--- config.mk ---
export PLATFORM = sky130hd
export DESIGN_NAME = sdcal_top
export DESIGN_NICKNAME = d
export VERILOG_FILES = /design/src/verilog/sdcal_top.v /design/src/verilog/sdcal_phase_det.v
export VERILOG_INCLUDE_DIRS = /design/src /design/src/verilog
export SDC_FILE = /design/constraint.sdc
export NUM_CORES = 1
export LEC_CHECK = 0
export BUFFER_PORTS_ARGS = -buffer_cell sky130_fd_sc_hd__buf_2
export CORE_ASPECT_RATIO = 1.75
export CORE_MARGIN = 2
export CORE_UTILIZATION = 61
export CTS_CLUSTER_DIAMETER = 30
export DETAILED_ROUTE_END_ITERATION = 7
export PLACE_DENSITY = 0.9
export SLEW_MARGIN = 10
export SYNTH_ARGS = -nofsm -noshare
export SYNTH_HDL_FRONTEND = slang
export SYNTH_HIERARCHICAL = 1
export SYNTH_SLANG_ARGS = --single-unit
--- constraint.sdc ---
create_clock -name i_clk -period 5.4 [get_ports i_clk]
set_input_delay 0.81 -clock i_clk [delete_from_list [all_inputs] [get_ports i_clk]]
set_output_delay 0.81 -clock i_clk [all_outputs]
set_load 0.005 [all_outputs]
--- src/verilog/sdcal_defines.vh ---
`ifndef SDCAL_DEFINES_VH
`define SDCAL_DEFINES_VH
// register offsets (register port address, byte-wide device map)
`define SDCAL_OFS_ENABLE 12'h2b0
`define SDCAL_OFS_CONFIG 12'h2b1
`define SDCAL_OFS_STATUS 12'h2b2
`define SDCAL_OFS_MANUAL 12'h2b5
// reset values
`define SDCAL_RST_CONFIG 8'h05
`define SDCAL_RST_MANUAL 24'h000000
`define SDCAL_RST_STATUS 24'h000000
// field positions
`define SDCAL_CFG_AVG_HI 3
`define SDCAL_CFG_AVG_LO 2
`define SDCAL_CFG_ACC_HI 1
`define SDCAL_CFG_ACC_LO 0
`define SDCAL_STAT_DONE_BIT 17
`define SDCAL_RES_INV_BIT 16
`define SDCAL_RES_COARSE_HI 15
`define SDCAL_RES_COARSE_LO 8
`define SDCAL_RES_FINE_HI 7
`define SDCAL_RES_FINE_LO 0
// timing: bound base factors of cal_duration_bound = 384*19*4^(avg+acc+2)
`define SDCAL_BOUND_A 384
`define SDCAL_BOUND_B 19
// sysref period limits per accumulation select, device clock cycles
`define SDCAL_PER_MAX0 16'd128
`define SDCAL_PER_MAX1 16'd1664
`define SDCAL_PER_MAX2 16'd7808
`define SDCAL_PER_MAX3 16'd32384
`endif

--- src/verilog/sdcal_top.v ---
`timescale 1ns/1ps
`include "sdcal_defines.vh"
// Overview of operation
// (RULE_01) averaging select 0..3 gives 4, 16, 64, 256 averages
// (RULE_02) accumulation select 0..3 gives 4, 16, 64, 256 cycles per accumulation
// (RULE_03) the clock source keeps sysref period under the limit for the chosen length
// (RULE_04) sysref period too long fails calibration; no valid result is reported
// (RULE_05) calibration ends within 384*19*4^(avg+acc+2) device clock cycles
// (RULE_06) longer accumulation lengthens calibration and tolerates longer periods
// (RULE_07) complete flag reads one only while enable set and sequence finished
// (RULE_08) status bits 16:0 return the computed delay setting
// (RULE_09) result bit 16 shows sample clock inversion
// (RULE_10) result bits 15:8 coarse code, bits 7:0 fine code
// (RULE_11) status register at 0x2b2 is read-only
// (RULE_12) manual delay register at 0x2b5 resets to zero
// (RULE_13) enable rising edge starts calibration; software configures first
// (RULE_14) enabled: delay set automatically; disabled: manual register drives delay
// (RULE_15) complete flag clears on disable or new start, sets after finishing
module sdcal_top (
    input wire i_clk,
    input wire i_rst_b,
    input wire i_reg_wr,
    input wire i_reg_rd,
    input wire [11:0] i_reg_addr,
    input wire [23:0] i_reg_wdata,
    input wire i_sysref,
    output reg [23:0] o_reg_rdata,
    output reg o_cal_busy,
    output reg o_cal_failed,
    output reg [16:0] o_applied_delay
);
    localparam ST_IDLE = 2'd0;
    localparam ST_RUN = 2'd1;
    localparam ST_DONE = 2'd2;
    localparam ST_FAIL = 2'd3;

    // software visible registers and the latched calibration result
    reg enable_r;
    reg [7:0] config_r;
    reg [23:0] manual_r;
    reg [16:0] result_r;
    reg done_r;

    // sequence state, counters and the accumulated phase
    reg [1:0] state_r;
    reg [1:0] state_nxt;
    reg [8:0] avg_cnt_r;
    reg [8:0] acc_cnt_r;
    reg [16:0] phase_sum_r;
    reg [31:0] timeout_r;

    // values decoded from the configuration
    reg [8:0] avg_target;
    reg [8:0] acc_target;
    reg [31:0] bound;
    wire [1:0] avg_sel;
    wire [1:0] acc_sel;
    wire [3:0] exp_sum;
    wire [2:0] avg_log;

    // register port decode and read mux
    reg hit_enable;
    reg hit_config;
    reg hit_status;
    reg hit_manual;
    reg [23:0] rdata_nxt;

    // phase detector outputs and the derived result
    wire det_edge;
    wire det_bad;
    wire [8:0] det_phase;
    wire start;
    wire accum_wrap;
    wire [16:0] auto_res;
    wire [16:0] mean_full;
    wire [7:0] mean_phase;

    assign avg_sel = config_r[`SDCAL_CFG_AVG_HI:`SDCAL_CFG_AVG_LO];
    assign acc_sel = config_r[`SDCAL_CFG_ACC_HI:`SDCAL_CFG_ACC_LO];
    // exponent kept four bits wide: 3 + 3 + 2 would wrap a three-bit sum
    assign exp_sum = {2'b00, avg_sel} + {2'b00, acc_sel} + 4'd2;
    assign start = i_reg_wr && hit_enable && i_reg_wdata[0]
        && !enable_r; // see RULE_13

    // one-hot address decode shared by the write and read paths
    always @* begin
        hit_enable = 1'b0;
        hit_config = 1'b0;
        hit_status = 1'b0;
        hit_manual = 1'b0;
        if (i_reg_addr == `SDCAL_OFS_ENABLE)
            hit_enable = 1'b1;
        else if (i_reg_addr == `SDCAL_OFS_CONFIG)
            hit_config = 1'b1;
        else if (i_reg_addr == `SDCAL_OFS_STATUS)
            hit_status = 1'b1;
        else if (i_reg_addr == `SDCAL_OFS_MANUAL)
            hit_manual = 1'b1;
    end

    // read data mux; unmapped offsets read as zero
    always @* begin
        rdata_nxt = 24'h000000;
        if (hit_enable)
            rdata_nxt = {23'h000000, enable_r};
        else if (hit_config)
            rdata_nxt = {16'h0000, config_r};
        else if (hit_status)
            rdata_nxt = {6'h00, done_r && enable_r, result_r}; // see RULE_07
        else if (hit_manual)
            rdata_nxt = manual_r;
    end

    sdcal_phase_det u_det (
        .i_clk(i_clk),
        .i_rst_b(i_rst_b),
        .i_sysref(i_sysref),
        .i_acc_sel(acc_sel),
        .o_edge(det_edge),
        .o_period_bad(det_bad),
        .o_phase(det_phase)
    );

    // targets: 4^(sel+1); the bound grows with both selects
    always @* begin
        avg_target = 9'd4 << {avg_sel, 1'b0}; // see RULE_01
        acc_target = 9'd4 << {acc_sel, 1'b0}; // see RULE_02, RULE_06
        bound = (`SDCAL_BOUND_A * `SDCAL_BOUND_B) << {exp_sum, 1'b0}; // see RULE_05
    end

    // mean phase: shift the sum by log2 of the average count
    assign avg_log = {1'b0, avg_sel} + 3'd1;
    assign mean_full = phase_sum_r >> {avg_log, 1'b0};
    assign mean_phase = mean_full[7:0];

    // last cycle of one accumulation window
    assign accum_wrap = (acc_cnt_r + 9'd1) >= acc_target;
    // inversion when phase lies in upper half; coarse from mean, fine from residue
    assign auto_res = {mean_phase[7], 3'b000, mean_phase[6:2], 6'b000000,
        mean_phase[1:0]}; // see RULE_09, RULE_10

    // sequence control
    always @* begin
        state_nxt = state_r;
        case (state_r)
            ST_IDLE: if (start) state_nxt = ST_RUN;
            ST_RUN: begin
                if (start) state_nxt = ST_RUN;
                else if (!enable_r) state_nxt = ST_IDLE;
                else if (det_bad || timeout_r >= bound) state_nxt = ST_FAIL; // see RULE_04
                else if (avg_cnt_r >= avg_target) state_nxt = ST_DONE;
            end
            default: begin
                if (start) state_nxt = ST_RUN;
                else if (!enable_r) state_nxt = ST_IDLE;
            end
        endcase
    end

    // registers and measurement datapath
    always @(posedge i_clk or negedge i_rst_b) begin
        if (!i_rst_b) begin
            enable_r <= 1'b0;
            config_r <= `SDCAL_RST_CONFIG;
            manual_r <= `SDCAL_RST_MANUAL; // see RULE_12
            result_r <= 17'h00000;
            done_r <= 1'b0;
            state_r <= ST_IDLE;
            avg_cnt_r <= 9'h000;
            acc_cnt_r <= 9'h000;
            phase_sum_r <= 17'h00000;
            timeout_r <= 32'h00000000;
        end else begin
            state_r <= state_nxt;
            // status offset has no write path, so it stays read-only
            if (i_reg_wr) begin // see RULE_11
                if (hit_enable)
                    enable_r <= i_reg_wdata[0];
                else if (hit_config)
                    config_r <= i_reg_wdata[7:0];
                else if (hit_manual)
                    manual_r <= {7'h00, i_reg_wdata[16:0]};
            end
            if (start) begin
                done_r <= 1'b0; // see RULE_15
                avg_cnt_r <= 9'h000;
                acc_cnt_r <= 9'h000;
                phase_sum_r <= 17'h00000;
                timeout_r <= 32'h00000000;
            end else if (state_r == ST_RUN) begin
                timeout_r <= timeout_r + 32'h00000001;
                // one accumulation spans acc_target cycles, then one average taken
                if (accum_wrap) begin
                    acc_cnt_r <= 9'h000;
                    avg_cnt_r <= avg_cnt_r + 9'd1;
                    phase_sum_r <= phase_sum_r + {9'h000, det_phase[7:0]};
                end else begin
                    acc_cnt_r <= acc_cnt_r + 9'd1;
                end
            end
            if (state_r == ST_RUN && state_nxt == ST_DONE) begin
                result_r <= auto_res; // see RULE_08
                done_r <= 1'b1;
            end
            if (!enable_r) done_r <= 1'b0; // see RULE_07
        end
    end

    // read data and applied delay outputs
    always @(posedge i_clk or negedge i_rst_b) begin
        if (!i_rst_b) begin
            o_reg_rdata <= 24'h000000;
            o_cal_busy <= 1'b0;
            o_cal_failed <= 1'b0;
            o_applied_delay <= 17'h00000;
        end else begin
            o_cal_busy <= (state_nxt == ST_RUN);
            o_cal_failed <= (state_nxt == ST_FAIL);
            // calibrated value only while enabled, manual otherwise
            if (enable_r)
                o_applied_delay <= result_r; // see RULE_14
            else
                o_applied_delay <= manual_r[16:0]; // see RULE_14
            // read data stands until the next read strobe
            if (i_reg_rd)
                o_reg_rdata <= rdata_nxt;
        end
    end
endmodule // sdcal_top

--- src/verilog/sdcal_phase_det.v ---
`timescale 1ns/1ps
`include "sdcal_defines.vh"
// measures sysref period and edge phase within one accumulation window
module sdcal_phase_det (
    input wire i_clk,
    input wire i_rst_b,
    input wire i_sysref,
    input wire [1:0] i_acc_sel,
    output reg o_edge,
    output reg o_period_bad,
    output reg [8:0] o_phase
);
    reg sysref_d_r;
    reg [15:0] per_cnt_r;
    reg seen_r;
    reg [15:0] per_max;

    // period limit for the selected accumulation length
    always @* begin
        case (i_acc_sel)
            2'd0: per_max = `SDCAL_PER_MAX0;
            2'd1: per_max = `SDCAL_PER_MAX1;
            2'd2: per_max = `SDCAL_PER_MAX2;
            default: per_max = `SDCAL_PER_MAX3;
        endcase
    end

    // rising edge of sysref marks a period boundary
    always @(posedge i_clk or negedge i_rst_b) begin
        if (!i_rst_b) begin
            sysref_d_r <= 1'b0;
            per_cnt_r <= 16'h0000;
            seen_r <= 1'b0;
            o_edge <= 1'b0;
            o_period_bad <= 1'b0;
            o_phase <= 9'h000;
        end else begin
            sysref_d_r <= i_sysref;
            o_edge <= i_sysref && !sysref_d_r;
            if (i_sysref && !sysref_d_r) begin
                seen_r <= 1'b1;
                per_cnt_r <= 16'h0001;
                o_phase <= per_cnt_r[8:0];
            end else if (per_cnt_r != 16'hffff) begin
                per_cnt_r <= per_cnt_r + 16'h0001;
            end
            // verdict of the last period holds until the next edge, so a short
            // run between two edges still sees a period that was too long
            if (i_sysref && !sysref_d_r)
                o_period_bad <= seen_r && (per_cnt_r > per_max);
            else if (seen_r && per_cnt_r > per_max)
                o_period_bad <= 1'b1;
        end
    end
endmodule // sdcal_phase_det

-- Word level (Yosys, flattened, before mapping)
Cells that the tools add are included.
- register bits: 174
- bits of input ports: 41
- output and inout bits: 43
- word-level logic and storage cells: 111
- add/sub/neg operators: 8
- $lt $le $gt $ge: 4
- eq/ne operators: 12
- shift-type cells: 4
- muxes and demuxes: 42
- bitwise gates (word level): 2
- reduce and logical (&&, ||, !) cells: 20
- operator list (kind ; count):
    two-way mux 17 bit ; 5
    two-way mux 32 bit ; 2
    two-way mux 18 bit ; 3
    two-way mux 9 bit ; 6
    equality test 12 x 10 -> 1 bit (second input constant) ; 4
    case mux 15 bit (3 select lines) ; 1
    adder 32 x 1 -> 32 bit (second input constant) ; 1
    >= comparator 32 bit ; 1
    two-way mux 16 bit ; 2
    << shifter 13 x 5 -> 32 bit (first input constant) ; 1
    adder 9 x 1 -> 9 bit (second input constant) ; 2
    >= comparator 9 bit ; 2
    << shifter 3 x 3 -> 9 bit (first input constant) ; 2
    adder 17 x 8 -> 17 bit ; 1
    right shift 17 x 4 -> 8 bit ; 1
    adder 16 x 1 -> 16 bit (second input constant) ; 1
    > comparator 16 x 15 -> 1 bit ; 1
    != test 16 bit (second input constant) ; 1
    two-way mux 1 bit ; 15
    two-way mux 2 bit ; 7
    nonzero test 2 bit ; 4
    logical AND 1 bit ; 7
    equality test 2 x 1 -> 1 bit (second input constant) ; 3
    equality test 2 bit (second input constant) ; 3
    other kinds (12) ; 16

-- Depth between registers and ports, before layout
Gate-level depths: netlist of the first run.
- depth in word-level cells: 13
- depth in mapped cells: 17
- depth with buffers taken out: 14

-- Cells and area by module
The synthesis of the first run kept the hierarchy.
- by module, submodules not included (module ; instances ; cells an instance ; area each (sq um) ; seq. area each (sq um)):
    sdcal_top ; 1 ; 825 ; 8107.8 ; 3505.9
    sdcal_phase_det ; 1 ; 177 ; 1566.5 ; 725.7

-- Worst setup path before layout of the first run
OpenSTA, ideal clock, no wires.
- path kind: reg-to-reg
- start: register config_r[3]
- end: register result_r[0]
- setup time: 0.125 ns
- arrival: 4.057 ns
- required time: 5.275 ns
- path slack: 1.218 ns
- stages on the path, launching flop included: 16
- buffers on the path: 4
- clock period less this slack: 4.182 ns
- cell sequence: dfrtp_1 -> clkbuf_1 -> inv_1 -> ha_1 -> clkbuf_1 -> clkbuf_1 -> mux2i_1 -> or3_1 -> ha_1 -> o21ai_0 -> o21ai_0 -> o2111ai_1 -> a2111oi_0 -> or4b_2 -> buf_2 -> mux2_2
- cells in the longest elaborated chain, start to end: 11
- elaborated cells between the ends (all ways): 16
- those cells by class: add/sub (3); order compare (2); eq/ne (1); shift (3); mux (5); reduce/logical (2)
- RTL lines (element ; RTL line ; source):
    start, declared ; sdcal_top.v:39 ; reg [7:0] config_r;
    start signal, assigned ; sdcal_top.v:164 ; config_r <= `SDCAL_RST_CONFIG;
    start signal, assigned ; sdcal_top.v:180 ; config_r <= i_reg_wdata[7:0];
    adder 2 x 2 -> 3 bit ; sdcal_top.v:81 ; assign exp_sum = {2'b00, avg_sel} + {2'b00, acc_sel} + 4'd2;
    adder 3 x 2 -> 4 bit ; sdcal_top.v:81 ;
    << shifter 13 x 5 -> 32 bit ; sdcal_top.v:128 ; bound = (`SDCAL_BOUND_A * `SDCAL_BOUND_B) << {exp_sum, 1'b0};
    >= comparator 32 bit ; sdcal_top.v:150 ; else if (det_bad || timeout_r >= bound) state_nxt = ST_FAIL;
    logical OR 1 bit ; sdcal_top.v:150 ;
    two-way mux 2 bit ; sdcal_top.v:150 ;
    two-way mux 2 bit ; sdcal_top.v:149 ; else if (!enable_r) state_nxt = ST_IDLE;
    two-way mux 2 bit ; sdcal_top.v:148 ; if (start) state_nxt = ST_RUN;
    case mux 2 bit (2 select lines) ; sdcal_top.v:145 ; case (state_r)
    equality test 2 bit ; sdcal_top.v:201 ; if (state_r == ST_RUN && state_nxt == ST_DONE) begin
    logical AND 1 bit ; sdcal_top.v:201 ;
    end signal, assigned ; sdcal_top.v:202 ; result_r <= auto_res;
    end, declared ; sdcal_top.v:41 ; reg [16:0] result_r;
Several ways; a longest one is shown, not always the timed one.
A chain may end at the register's enable or synchronous reset.

-- Worst setup path in the final report of the first run
- start: register config_r[3]
- end: register result_r[16]
The elaborated chain is that of the path after synthesis.

==> flow_metrics.env, run 1 <==
export IMPL_status="completed"
export IMPL_grt_first_pass_wirelength_um=39600
export IMPL_criticalPathCategory="flip-flop to flip-flop"
export IMPL_gp_congestion=0.922
export IMPL_yosysWarnings=6
export IMPL_combPwrFrac=0.109
export IMPL_finalCriticalPeriod_ns=4.94
export IMPL_die_area_um2=16800
export IMPL_cellPowerDensity_nw_per_um2=274
export IMPL_initial_core_util=0.625
export IMPL_clkPwrFrac=0.440
export IMPL_rows=60
export IMPL_grtUsageMet2=0.519
export IMPL_cts_htree_levels=4
export IMPL_grt_usage=0.290
export IMPL_hold_path_class="primary input to async pin"
export IMPL_drv_slew=0
export IMPL_io_pins=84
export IMPL_viasPerCell=6.62
export IMPL_switching_power_mw=0.848
export IMPL_hold_viol=0
export IMPL_pwr_share_seq=0.450
export IMPL_n_antenna_cell=0
export IMPL_grt_overflow=0
export IMPL_vias=8225
export IMPL_antenna_found_initial=0
export IMPL_crit_path_end_kind="flip-flop"
export IMPL_grt_pass1_vias=8348
export IMPL_drive_gt1_frac=0.173
export IMPL_synthCells=997
export IMPL_grt_busiest_layer="met2"
export IMPL_critical_path_startpoint_type="flip-flop"
export IMPL_syn_to_final_growth_pct=11.0
export IMPL_drt_first_pass_iters=5
export IMPL_drtIter0Drc=836
export IMPL_place_area_um2=10000
export IMPL_clock_skew_ns=0.0115
export IMPL_switching_share=0.290
export IMPL_drt_total_wl_um=23900
export IMPL_final_cell_mix="dfrtp_1 (165), nand2_1 (114), buf_2 (69)"
export IMPL_slew_headroom=0.205
export IMPL_leakagePower_nw=4.85
export IMPL_route_detailed_drc=0
export IMPL_arrival_ns=5.26
export IMPL_clock_sinks=167
export IMPL_cts_root_buf="clkbuf_16"
export IMPL_wire_per_inst_um=19.2
export IMPL_dpl_hpwl_um=15500
export IMPL_required_ns=5.72
export IMPL_syn_area_um2=9610
export IMPL_r2r_cells=12
export IMPL_clkTransAtPathRegs_ns=0.08
export IMPL_drv_cap=0
export IMPL_totalPowerFinal_mw=2.93
export IMPL_design_area_um2=10700
export IMPL_use_met3=0.0522
export IMPL_worst_slew_pin_slew_ns=1.16
export IMPL_clk_latency_ns=0.44
export IMPL_cts_resized=0
export IMPL_nNetsFinal=1140
export IMPL_dieHeight_um=170
export IMPL_layout_commonest_cell="dfrtp_1"
export IMPL_setup_violations=0
export IMPL_path_max_fanout=18
export IMPL_finalCritPeriodShare=0.915
export IMPL_chipWidth_um=98.9
export IMPL_worst_ir_drop_vdd_mv=0.172
export IMPL_clock_path_buffers=2
export IMPL_cts_made_buffers=17
export IMPL_max_freq_ghz=0.202
export IMPL_detail_route_antenna_nets=0
export IMPL_fillers=1014
export IMPL_grt_start_max_net_pins=71
export IMPL_p_int_mw=2.08
export IMPL_io_buffers=70
export IMPL_met1_usage=0.308
export IMPL_cts_hold_fix_buffers=0
export IMPL_core_area_um2=15400
export IMPL_fin_setup_tns_ns=0
export IMPL_rsz0062_at_grt="false"
export IMPL_cts_tree="yes"
export IMPL_avgSynthCellArea_um2=9.64
export IMPL_post_cts_buffers=0
critical path, cell delays in order (launching register included):
cell	delay, ns
dfrtp_1	0.72
inv_1	0.17
ha_1	0.70
nor2_1	0.16
mux2_2	0.33
nand3_1	0.12
ha_1	0.32
o21ai_0	0.06
o21ai_0	0.20
o2111ai_1	0.17
a2111oi_0	1.01
or4b_2	0.47
mux2_2	0.39
state kept, by name, summed over array words and instances, names as in the netlist, 2 cells and up:
signal,cells
o_applied_delay,17
result_r,8
timeout_r,32
config_r,8
u_det/o_phase,8
acc_cnt_r,9
o_reg_rdata,18
state_r,2
avg_cnt_r,9
phase_sum_r,16
u_det/per_cnt_r,16
manual_r,17
power groups by stage:
| stage | combinational, mW | clock (mW) | sequential (mW) |
|---|---|---|---|
| 2_1_floorplan | 0.212 | 0 | 1.33 |
| 3_3_place_gp | 0.292 | 0 | 1.34 |
| 3_5_place_dp | 0.304 | 0 | 1.34 |
| 4_1_cts | 0.315 | 1.30 | 1.32 |
| 5_1_grt | 0.353 | 1.35 | 1.32 |
| 6_report | 0.319 | 1.29 | 1.32 |
area by class of cell:
class	count	area (µm²)	share of cell area
clock buffer	17	425	0.0399
clock inverter	15	218	0.0204
inverter	35	131	0.0123
multi-input combinational	745	5070	0.475
sequential	167	4180	0.392
tap	186	233	0.0218
timing repair buffer	78	417	0.0390
final timing paths:
check,start,end,slack (ns)
worst max-delay path,config_r[3]$_DFFE_PN0P_,result_r[16]$_DFFE_PN0P_,0.46
worst min-delay path,i_rst_b,acc_cnt_r[3]$_DFFE_PN0P_,0.35
worst max register to register,config_r[3]$_DFFE_PN0P_,result_r[16]$_DFFE_PN0P_,0.46
worst min register to register,u_det/o_phase[2]$_DFFE_PN0P_,u_det/o_phase[2]$_DFFE_PN0P_,0.48
max in group asynchronous,i_rst_b,config_r[4]$_DFFE_PN0P_,3.79
min in group i_clk,u_det/o_phase[2]$_DFFE_PN0P_,u_det/o_phase[2]$_DFFE_PN0P_,0.48
metrics by stage:
stage | setup WS, ns | util | hold slack (ns) | std cells
6_report | 0.462 | 0.694 | 0.354 | 1243
5_1_grt | 0.181 | 0.694 | 0.406 | 1243
4_1_cts | 0.653 | 0.693 | 0.377 | 1243
3_5_place_dp | 0.727 | 0.651 | 0.473 | 1211
3_3_place_gp | 0.911 | 0.651 | 0.464 | 1211
2_1_floorplan | 1.22 | - | 0.435 | 1002
metal layers:
metal / part of all wire / vias up
met5: 0 / -
met4: 0.059 / 0
met3: 0.057 / 134
met2: 0.53 / 389
met1: 0.35 / 4022
li1: - / 3680
Note: power is estimated with default switching activity, not from simulation.
==> run 2, diff against run 1 <==
--- a/config.mk
+++ b/config.mk
@@ -6,13 +6,14 @@
 export SDC_FILE = /design/constraint.sdc
 export NUM_CORES = 1
 export LEC_CHECK = 0
+export ABC_CLOCK_PERIOD_IN_PS = 5710
 export BUFFER_PORTS_ARGS = -buffer_cell sky130_fd_sc_hd__buf_2
 export CORE_ASPECT_RATIO = 1.75
 export CORE_MARGIN = 2
-export CORE_UTILIZATION = 61
+export CORE_UTILIZATION = 50
 export CTS_CLUSTER_DIAMETER = 30
 export DETAILED_ROUTE_END_ITERATION = 7
-export PLACE_DENSITY = 0.9
+export PLACE_DENSITY = 0.78
 export SLEW_MARGIN = 10
 export SYNTH_ARGS = -nofsm -noshare
 export SYNTH_HDL_FRONTEND = slang
==> constraint.sdc (replaced) <==
create_clock -name i_clk -period 5.71 [get_ports i_clk]
set_input_delay 0.8565 -clock i_clk [delete_from_list [all_inputs] [get_ports i_clk]]
set_output_delay 0.8565 -clock i_clk [all_outputs]
set_load 0.005 [all_outputs]
==> run 2 against run 1 <==
- combinational power fell by 10%
- wire length fell by 6.4%
- cell count rose by 4.4%
- via count fell by 5.3%
- register-to-register slack improved by 0.56 ns
- fmax rose by 5.3%
- utilization fell by 13 points
- critical path depth rose by 1
- die area rose by 21%
- clock-buffer cell count rose by 2
- sequential cell count did not move
==> flow_metrics.env, run 2 (synthesized netlist as in run 1, its figures left out) <==
export IMPL_setup_violations=0
export IMPL_fin_setup_tns_ns=0
export IMPL_gp_congestion=0.896
export IMPL_max_freq_ghz=0.213
export IMPL_finalCritPeriodShare=0.821
export IMPL_grt_overflow=0
export IMPL_route_detailed_drc=0
export IMPL_hold_viol=0
export IMPL_grt_pass1_vias=7860
export IMPL_cts_htree_levels=4
export IMPL_leakagePower_nw=4.84
export IMPL_cts_resized=0
export IMPL_top_regs="timeout_r: 32 flops, o_reg_rdata: 18 flops"
export IMPL_core_area_um2=19000
export IMPL_cts_tree="yes"
export IMPL_crit_path_end_kind="flip-flop"
export IMPL_post_cts_buffers=0
export IMPL_wire_per_inst_um=17.2
export IMPL_cts_made_buffers=17
export IMPL_place_area_um2=10100
export IMPL_vias=7793
export IMPL_drive_gt1_frac=0.171
export IMPL_worst_slack_ns=1.02
export IMPL_regMostFlops="timeout_r"
export IMPL_antenna_found_initial=0
export IMPL_dieHeight_um=187
export IMPL_cts_root_buf="clkbuf_16"
export IMPL_drv_cap=0
export IMPL_place_ws_ns=1.07
export IMPL_clock_path_buffers=2
export IMPL_regArea_um2=4180
export IMPL_arrival_ns=5.00
export IMPL_largest_register_ff_count=32
export IMPL_rsz0062_at_grt="false"
export IMPL_cellPowerDensity_nw_per_um2=255
export IMPL_slew_headroom=0.276
export IMPL_path_max_fanout=16
export IMPL_fillers=1570
export IMPL_critical_path_startpoint_type="flip-flop"
export IMPL_design_area_um2=10700
export IMPL_worst_slew_pin_slew_ns=1.08
export IMPL_hold_path_class="primary input to async pin"
export IMPL_grt_usage=0.231
export IMPL_grt_start_max_net_pins=88
export IMPL_drtIter0Drc=520
export IMPL_status="completed"
export IMPL_layout_commonest_cell="dfrtp_1"
export IMPL_detail_route_antenna_nets=0
export IMPL_multi_input_area_um2=5050
export IMPL_chipWidth_um=109
export IMPL_clock_skew_ns=0.0109
export IMPL_io_buffers=70
export IMPL_io_pins=84
export IMPL_final_core_util=0.562
export IMPL_required_ns=6.02
export IMPL_drt_first_pass_iters=5
export IMPL_dpl_hpwl_um=15400
export IMPL_clk_latency_ns=0.44
export IMPL_viasPerCell=6.00
export IMPL_die_area_um2=20400
export IMPL_criticalPathCategory="flip-flop to flip-flop"
export IMPL_syn_to_final_growth_pct=11.2
export IMPL_rows=67
export IMPL_worst_ir_drop_vdd_mv=0.199
export IMPL_drt_total_wl_um=22300
export IMPL_final_cell_mix="dfrtp_1 (165), nand2_1 (114), buf_2 (69)"
export IMPL_clkTransAtPathRegs_ns=0.07
export IMPL_drv_slew=0
export IMPL_initial_core_util=0.505
export IMPL_clock_sinks=167
export IMPL_cts_hold_fix_buffers=0
export IMPL_nNetsFinal=1140
export IMPL_finalCriticalPeriod_ns=4.69
export IMPL_n_antenna_cell=0
export IMPL_grt_first_pass_wirelength_um=37700
-- run 2: layer usage --
layer / wire length (µm) / part of all wire / vias to the layer above / global-route usage
met5: 0 / 0 / - / 0
met2: 12000 / 0.54 / 218 / 0.418
met1: 8660 / 0.39 / 3830 / 0.254
met4: 799 / 0.036 / 0 / 0.108
li1: - / - / 3681 / -
met3: 861 / 0.039 / 64 / 0.0394
-- run 2: through the flow --
step	instances	hold slack, ns	total power [mW]
final	1298	0.467	2.72
after global routing	1298	0.496	2.83
after CTS	1298	0.484	2.74
after detailed placement	1266	0.463	1.56
after global placement	1266	0.451	1.54
after floorplan	1002	0.435	1.46
-- run 2: power by group --
part / switching (mW) / internal (mW)
clock: 0.518 / 0.671
sequential: 0.0349 / 1.21
combinational: 0.175 / 0.112
total: 0.728 / 1.99
-- run 2: final timing paths --
path                                     startpoint                         to  slack, ns  cells past startpoint
setup / recovery            config_r[2]$_DFFE_PN1P_    result_r[8]$_DFFE_PN0P_       1.02                     13
hold / removal                              i_rst_b  timeout_r[19]$_DFFE_PN0P_       0.47                      1
setup reg to reg            config_r[2]$_DFFE_PN1P_    result_r[8]$_DFFE_PN0P_       1.02                     13
hold reg to reg            u_det/seen_r$_DFFE_PN0P_   u_det/seen_r$_DFFE_PN0P_       0.48                      1
max in group asynchronous                   i_rst_b    result_r[8]$_DFFE_PN0P_       4.14                      2
min in group i_clk         u_det/seen_r$_DFFE_PN0P_   u_det/seen_r$_DFFE_PN0P_       0.48                      1
-- run 2: cell type report --
type                            instances  share of cell area
Multi-Input combinational cell        745               0.473
Inverter                               35              0.0123
Timing Repair Buffer                   78              0.0390
Clock inverter                         13              0.0149
Clock buffer                           19              0.0414
Sequential cell                       167               0.391
Tap cell                              241              0.0282
-- run 2: critical path, cell delays in order, from the launching register on --
cell       delay, ns
dfstp_2         0.78
ha_1            0.53
nor2b_1         0.36
o21ai_0         0.15
nand3_1         0.14
nand2_1         0.07
ha_1            0.31
a21o_1          0.16
a21o_1          0.17
a221oi_1        0.33
a2111oi_0       0.22
buf_4           0.19
or4b_2          0.79
mux2_2          0.34
